===== src/design/flash_lock_pkg.sv =====
// Constants for the lock, quad-exit and software reset instruction block
package flash_lock_pkg;
    localparam logic [7:0] OP_EXIT_QUAD = 8'hFF;
    localparam logic [7:0] OP_ENTER_QUAD = 8'h38;
    localparam logic [7:0] OP_LOCK = 8'h36;
    localparam logic [7:0] OP_UNLOCK = 8'h39;
    localparam logic [7:0] OP_READ_LOCK = 8'h3D;
    localparam logic [7:0] OP_GLOBAL_LOCK = 8'h7E;
    localparam logic [7:0] OP_GLOBAL_UNLOCK = 8'h98;
    localparam logic [7:0] OP_RESET_ARM = 8'h66;
    localparam logic [7:0] OP_RESET = 8'h99;
    localparam logic [5:0] OPCODE_BITS = 6'h08;
    localparam logic [5:0] CMD_BITS = 6'h20;
    localparam int NUM_BLOCKS = 256;
    localparam int BLOCK_LSB = 16;
    localparam logic [NUM_BLOCKS-1:0] LOCKS_RESET = '1;
    localparam logic [7:0] LOCKED_BYTE = 8'h01;
    localparam logic [7:0] UNLOCKED_BYTE = 8'h00;
    localparam int CLK_HZ = 10000000;
    localparam int RESET_TIME_US = 100;
    // Least time, so round up to whole cycles
    localparam int RESET_CYC_INT =
        (CLK_HZ / 1000 * RESET_TIME_US + 999) / 1000;
    localparam logic [9:0] RESET_CYCLES = 10'(RESET_CYC_INT);
endpackage


===== src/design/flash_lock_cmd.sv =====
// Lock, quad-exit and software reset instruction interpreter
`timescale 1ns/100ps
module flash_lock_cmd
    import flash_lock_pkg::*;
(
    input wire logic clk_i,
    input wire logic rstn_i,
    input wire logic cs_n_i,
    input wire logic sclk_i,
    input wire logic [3:0] io_i,
    output logic [3:0] io_o,
    output logic [3:0] io_oe_o,
    input wire logic lock_select_bit_i,
    input wire logic quad_enable_bit_i,
    input wire logic block_protect_hit_i,
    input wire logic wel_set_i,
    input wire logic wel_clear_i,
    input wire logic pe_req_i,
    input wire logic [23:0] pe_addr_i,
    output logic pe_grant_o,
    output logic pe_deny_o,
    output logic write_enable_latch_o,
    output logic quad_instruction_mode_o,
    output logic soft_reset_o,
    output logic reset_busy_o
);
    typedef struct packed {
        logic cs1;
        logic cs2;
        logic cs3;
        logic ck1;
        logic ck2;
        logic ck3;
        logic [3:0] io1;
        logic [3:0] io2;
        logic qpi;
        logic write_enable_latch;
        logic armed;
        logic busy;
        logic [9:0] rst_cnt;
        logic [5:0] cnt;
        logic [7:0] op;
        logic [31:0] sh;
        logic [NUM_BLOCKS-1:0] locks;
        logic [7:0] out_sh;
        logic [3:0] io_out;
        logic [3:0] io_oe;
        logic pe_grant;
        logic pe_deny;
        logic soft_reset;
    } state_t;

    state_t r_reg;
    state_t r_next;
    logic ck_rise;
    logic ck_fall;
    logic cs_rise;
    logic [7:0] blk;

    assign ck_rise = r_reg.ck2 & ~r_reg.ck3;
    assign ck_fall = ~r_reg.ck2 & r_reg.ck3;
    assign cs_rise = r_reg.cs2 & ~r_reg.cs3;
    assign blk = r_reg.sh[BLOCK_LSB +: 8];

    // Next-state logic for the whole interpreter
    always_comb begin
        r_next = r_reg;
        r_next.soft_reset = 1'b0;
        r_next.pe_grant = 1'b0;
        r_next.pe_deny = 1'b0;
        // Pins pass two flops before use; first stage feeds only the second
        r_next.cs1 = cs_n_i;
        r_next.cs2 = r_reg.cs1;
        r_next.cs3 = r_reg.cs2;
        r_next.ck1 = sclk_i;
        r_next.ck2 = r_reg.ck1;
        r_next.ck3 = r_reg.ck2;
        r_next.io1 = io_i;
        r_next.io2 = r_reg.io1;
        // Write enable comes from the neighbouring decoder; set wins
        if (wel_clear_i) begin
            r_next.write_enable_latch = 1'b0;
        end
        if (wel_set_i) begin
            r_next.write_enable_latch = 1'b1;
        end
        // Shift in opcode and address on rising edges
        if (!r_reg.cs2 && ck_rise && r_reg.cnt < CMD_BITS) begin
            if (r_reg.qpi) begin
                r_next.sh = {r_reg.sh[27:0], r_reg.io2};
                r_next.cnt = r_reg.cnt + 6'h04;
            end else begin
                r_next.sh = {r_reg.sh[30:0], r_reg.io2[0]};
                r_next.cnt = r_reg.cnt + 6'h01;
            end
            if (r_next.cnt == OPCODE_BITS) begin
                r_next.op = r_next.sh[7:0];
            end
            // Status byte is fixed once the address is complete
            if (r_next.cnt == CMD_BITS && r_reg.op == OP_READ_LOCK) begin
                r_next.out_sh = r_reg.locks[r_next.sh[23:16]] ?
                    LOCKED_BYTE : UNLOCKED_BYTE;
            end
        end
        // Drive status on falling edges, MSB first, repeating the byte
        if (!r_reg.cs2 && ck_fall && r_reg.cnt == CMD_BITS &&
            r_reg.op == OP_READ_LOCK && !r_reg.busy) begin
            if (r_reg.qpi) begin
                r_next.io_out = r_reg.out_sh[7:4];
                r_next.io_oe = 4'hF;
                r_next.out_sh = {r_reg.out_sh[3:0], r_reg.out_sh[7:4]};
            end else begin
                r_next.io_out = {2'h0, r_reg.out_sh[7], 1'b0};
                r_next.io_oe = 4'h2;
                r_next.out_sh = {r_reg.out_sh[6:0], r_reg.out_sh[7]};
            end
        end
        // Execute on chip select release; a partial instruction at most drops the armed state
        if (cs_rise) begin
            r_next.cnt = 6'h00;
            r_next.io_oe = 4'h0;
            r_next.io_out = 4'h0;
            if (!r_reg.busy && r_reg.cnt >= OPCODE_BITS) begin
                // Anything but a complete reset-arm instruction drops the armed state
                r_next.armed = 1'b0;
                if (r_reg.cnt == OPCODE_BITS) begin
                    case (r_reg.op)
                        OP_EXIT_QUAD: begin
                            // Write enable left alone
                            if (r_reg.qpi) begin
                                r_next.qpi = 1'b0;
                            end
                        end
                        OP_ENTER_QUAD: begin
                            if (quad_enable_bit_i) begin
                                r_next.qpi = 1'b1;
                            end
                        end
                        OP_GLOBAL_LOCK: begin
                            if (r_reg.write_enable_latch) begin
                                r_next.locks = '1;
                            end
                        end
                        OP_GLOBAL_UNLOCK: begin
                            if (r_reg.write_enable_latch) begin
                                r_next.locks = '0;
                            end
                        end
                        OP_RESET_ARM: begin
                            r_next.armed = 1'b1;
                        end
                        OP_RESET: begin
                            if (r_reg.armed) begin
                                // Power-on state; neighbours clear the rest
                                r_next.soft_reset = 1'b1;
                                r_next.busy = 1'b1;
                                r_next.rst_cnt = RESET_CYCLES - 10'h001;
                                r_next.write_enable_latch = 1'b0;
                                r_next.qpi = 1'b0;
                                r_next.locks = LOCKS_RESET;
                            end
                        end
                        default: begin
                        end
                    endcase
                end else if (r_reg.cnt == CMD_BITS && r_reg.write_enable_latch) begin
                    if (r_reg.op == OP_LOCK) begin
                        r_next.locks[blk] = 1'b1;
                    end else if (r_reg.op == OP_UNLOCK) begin
                        r_next.locks[blk] = 1'b0;
                    end
                end
            end
        end
        // Reset period count-down
        if (r_reg.busy) begin
            if (r_reg.rst_cnt == 10'h000) begin
                r_next.busy = 1'b0;
            end else begin
                r_next.rst_cnt = r_reg.rst_cnt - 10'h001;
            end
        end
        // Erase/program gate; block-protect result used when locks off
        if (pe_req_i) begin
            if (r_reg.busy || (lock_select_bit_i ?
                r_reg.locks[pe_addr_i[23:16]] : block_protect_hit_i)) begin
                r_next.pe_deny = 1'b1;
            end else begin
                r_next.pe_grant = 1'b1;
            end
        end
    end

    // State register; power-up leaves every block locked
    always_ff @(posedge clk_i or negedge rstn_i) begin
        if (!rstn_i) begin
            r_reg <= '0;
            r_reg.cs1 <= 1'b1;
            r_reg.cs2 <= 1'b1;
            r_reg.cs3 <= 1'b1;
            r_reg.locks <= LOCKS_RESET;
        end else begin
            r_reg <= r_next;
        end
    end

    assign io_o = r_reg.io_out;
    assign io_oe_o = r_reg.io_oe;
    assign pe_grant_o = r_reg.pe_grant;
    assign pe_deny_o = r_reg.pe_deny;
    assign write_enable_latch_o = r_reg.write_enable_latch;
    assign quad_instruction_mode_o = r_reg.qpi;
    assign soft_reset_o = r_reg.soft_reset;
    assign reset_busy_o = r_reg.busy;

    // Checks on the executed instructions and the erase/program gate
    localparam int RST_MAX = 1000;
endmodule


===== config.mk =====
export PLATFORM = sky130hd
export DESIGN_NAME = flash_lock_cmd
export DESIGN_NICKNAME = d
export VERILOG_FILES = /design/src/design/flash_lock_pkg.sv /design/src/design/flash_lock_cmd.sv
export SDC_FILE = /design/constraint.sdc
export NUM_CORES = 1
export LEC_CHECK = 0
export BUFFER_PORTS_ARGS = -buffer_cell sky130_fd_sc_hd__clkbuf_2
export CELL_PAD_IN_SITES_DETAIL_PLACEMENT = 2
export CELL_PAD_IN_SITES_GLOBAL_PLACEMENT = 2
export CORE_ASPECT_RATIO = 2
export CORE_UTILIZATION = 35
export DETAILED_ROUTE_END_ITERATION = 16
export GPL_TIMING_DRIVEN = 0
export PLACE_DENSITY_LB_ADDON = 0.3
export SLEW_MARGIN = 25
export SYNTH_ARGS = -nofsm -noshare
export SYNTH_HDL_FRONTEND = slang
export SYNTH_SLANG_ARGS = --single-unit

===== constraint.sdc =====
create_clock -name clk_i -period 7.4 [get_ports clk_i]
set_clock_uncertainty 0.05 [all_clocks]
set_input_delay 0.74 -clock clk_i [delete_from_list [all_inputs] [get_ports clk_i]]
set_output_delay 0.74 -clock clk_i [all_outputs]
set_load 0.05 [all_outputs]

==> impl_results.md <==
- Outcome: complete, no violations
- Worst-path clk slew: 0.07 ns
- First-pass GRT wire length: 153,500 um
- Slew margin rel.: 20.38%
- Worst Path Required: 7.73 ns
- Initial Utilization: 35.38%
- Leak Pwr: 8.921 nW
- Layout cells sized above 1: 35.24%
- Minimum clock period: 4.592 ns
- Power Density: 225.0 nW/um^2
- Die area: 61,450 sq um
- Fmax: 0.2178 GHz
- Syn Inst Count: 2,150
- RSZ-0062 raised after global routing: no
- Highest-delay cell along the critical path: buf_1
- Wire length on met2: 55,120 um
- DRT met1 WL: 33,240 um
- Number of synthesized flops with an enable pin: 0
- Area Growth Syn to Fin: 12.75%
- DR iter-0 viols: 1,069
- Die W: 175.8 um
- Largest cells by area after synthesis: dfstp_2, mux2_2, dfrtp_1
- DRC: 0
- Final nets: 2,275
- Met3 WL: 5536 um
- Setup violators final: 0
- Max layer used: met5
- Max clock buf depth: 3
- Grt ovf: 0
- GPL Wtd Cong: 0.9873
- 1st-pass router iterations: 6
- Crit path kind: flip-flop to flip-flop
- Clock Sinks: 339
- I/O pin count: 52
- Initial antenna violation count: 1
- CTS tree: done
- Post-synth ARST share: 100.0%
- Startpoint Class: flip-flop
- Die height: 349.6 um
- Cts bufs inserted: 36
- Area leader, netlist: dfstp_2
- Core area: 59,750 sq um
- Critical-path cell list: clkbuf_1, mux2_2, buf_2, buf_1, a311oi_1, o21ai_0, nand3_1, o22ai_1, o31ai_1
- Fin area: 23,840 sq um
- Largest net degree at the start of global routing: 87
- Worst-path fanout max: 10
- Root buffer cell: clkbuf_16
- Final period util: 62.05%
- Finished Layout Cells: 3,033
- Synth top cells by count: nor2_1, a21oi_1, mux2_2
- Seq/Total Area, Yosys: 41.66%
- Yosys warns: 0
- Buffers on Ports: 33
- Gr usage total: 35.41%
- Row cnt: 127
- Count of final hold-check violations: 0
- Wirelength per Cell: 35.34 um
- Worst-Margin Slew: 1.190 ns
- Synth unique cells: 63
- Max-cap violations: 0
- Placed Area: 22,540 sq um
- Peak VDD IR: 0.1264 mV
- Dpl hpwl: 80,150 um
- Syn Nets: 2,193
- Most common cell in the synthesized netlist: nor2_1
- Final wirelength: 107,200 um
- Max-slew violation count: 0
- H-Tree Depth: 2
- Cell Area, Synth: 21,140 sq um
- Synth Flop Type: dfstp_2
- # diodes: 0
- Vias: 18,980
- Insertion delay of the later-clocked pin in the worst-skew pair: 0.56 ns
- Fillers: 6,464
- Avg Inst Size Synth: 9.833 sq um
- Flops & latches, synth: 339
- Largest stage delay on the critical path: 0.82 ns
- Top delay family on crit path: buffers and inverters
- Antenna-violating nets left: 0
- Critical path buffers and inverters: 3
- Worst EP arrival: 4.92 ns
- Dpl cells: 2,967
- Number of global-route vias before repair: 21,450
- Crit. End Element: flip-flop
- Area share of the largest cell type after synthesis: 32.19%
- Min-Delay Path Class: primary input to flip-flop
- Avg Vias per Cell: 6.257
## kinds of logic after synthesis
group	share of synthesized area (%)
simple gates	13.97
compound gates	12.48
mux	26.38
flops	41.66
buf+inv	5.001
xor+xnor	0.2072
fa+ha+maj	0.2959
## worst register-to-register path: cells and delay by family (launching register included)
family | cells | cell delay [ns]
AO/OA/AOI/OAI | 4 | 1.53
buffers and inverters | 3 | 1.74
flip-flops | 1 | 0.32
multiplexers | 1 | 0.46
AND/OR/NAND/NOR | 1 | 0.32
## final cells by class
cell class                      count  area [sq um]  area share [%]
Tap cell                          774         968.4           4.063
Timing Repair Buffer               44         339.1           1.423
Buffer                            207          1003           4.210
Sequential cell                   339          8807           36.95
Inverter                           18         67.56          0.2835
Clock inverter                     14         214.0          0.8976
Clock buffer                       51          1039           4.357
Multi-Input combinational cell   1586         11400           47.82
## layer usage
metal	up-vias	track usage, %
li1	7885	-
met1	9844	32.77
met2	785	63.55
met3	461	5.769
met4	2	36.52
met5	-	0
## repair_timing
action	in CTS	in global routing
hold endpoints to repair	12	0
hold buffers	1	0
setup buffers	0	0
gates resized for setup	0	0
## cells in the final DEF (no fill, tap or decap), drive strengths merged, types with 66 or more instances in the layout
| cell | synthesis | routed |
|---|---|---|
| mux2 | 273 | 273 |
| nor2 | 305 | 305 |
| dfrtp | 80 | 80 |
| mux2i | 93 | 93 |
| clkbuf | 123 | 207 |
| a21oi | 276 | 276 |
| dfstp | 259 | 259 |
| mux4 | 66 | 66 |
| buf | 84 | 94 |
| nand2 | 213 | 213 |
| o21ai | 66 | 66 |
## power by group
part | internal (mW) | switching [mW] | total, mW
Combinational | 0.318 | 1.07 | 1.39
Sequential | 1.91 | 0.0552 | 1.96
Clock | 1.16 | 0.851 | 2.01
Total | 3.39 | 1.98 | 5.36
## per-stage QoR
step / setup WS, ns / util [%] / TNS, ns / hold WS, ns / power (mW)
6_report: 2.808 / 39.89 / 0 / 0.2163 / 5.362
5_1_grt: 2.987 / 39.89 / 0 / 0.2126 / 5.482
4_1_cts: 3.085 / 39.84 / 0 / 0.1999 / 5.344
3_5_place_dp: 3.099 / 37.72 / 0 / 0.2971 / 3.311
3_3_place_gp: -1.892 / 37.28 / -148.69 / 0.2960 / 3.231
2_1_floorplan: 4.660 / - / 0 / 0.2812 / 2.628
## worst paths after layout
path / startpoint / endpoint / slack (ns) / depth (start not counted)
max in group asynchronous: rstn_i / async pin / 5.58 / 4
worst max-delay path: blk[0] / r_reg[11] / 2.81 / 9
worst max register to register: blk[0] / r_reg[11] / 2.81 / 9
min in group asynchronous: rstn_i / r_reg[325] / 0.54 / 2
worst min-delay path: cs_n_i / r_next[347] / 0.22 / 1
worst min register to register: r_next[338] / r_reg[338] / 0.31 / 0
Note: power is estimated with default switching activity, not from simulation.
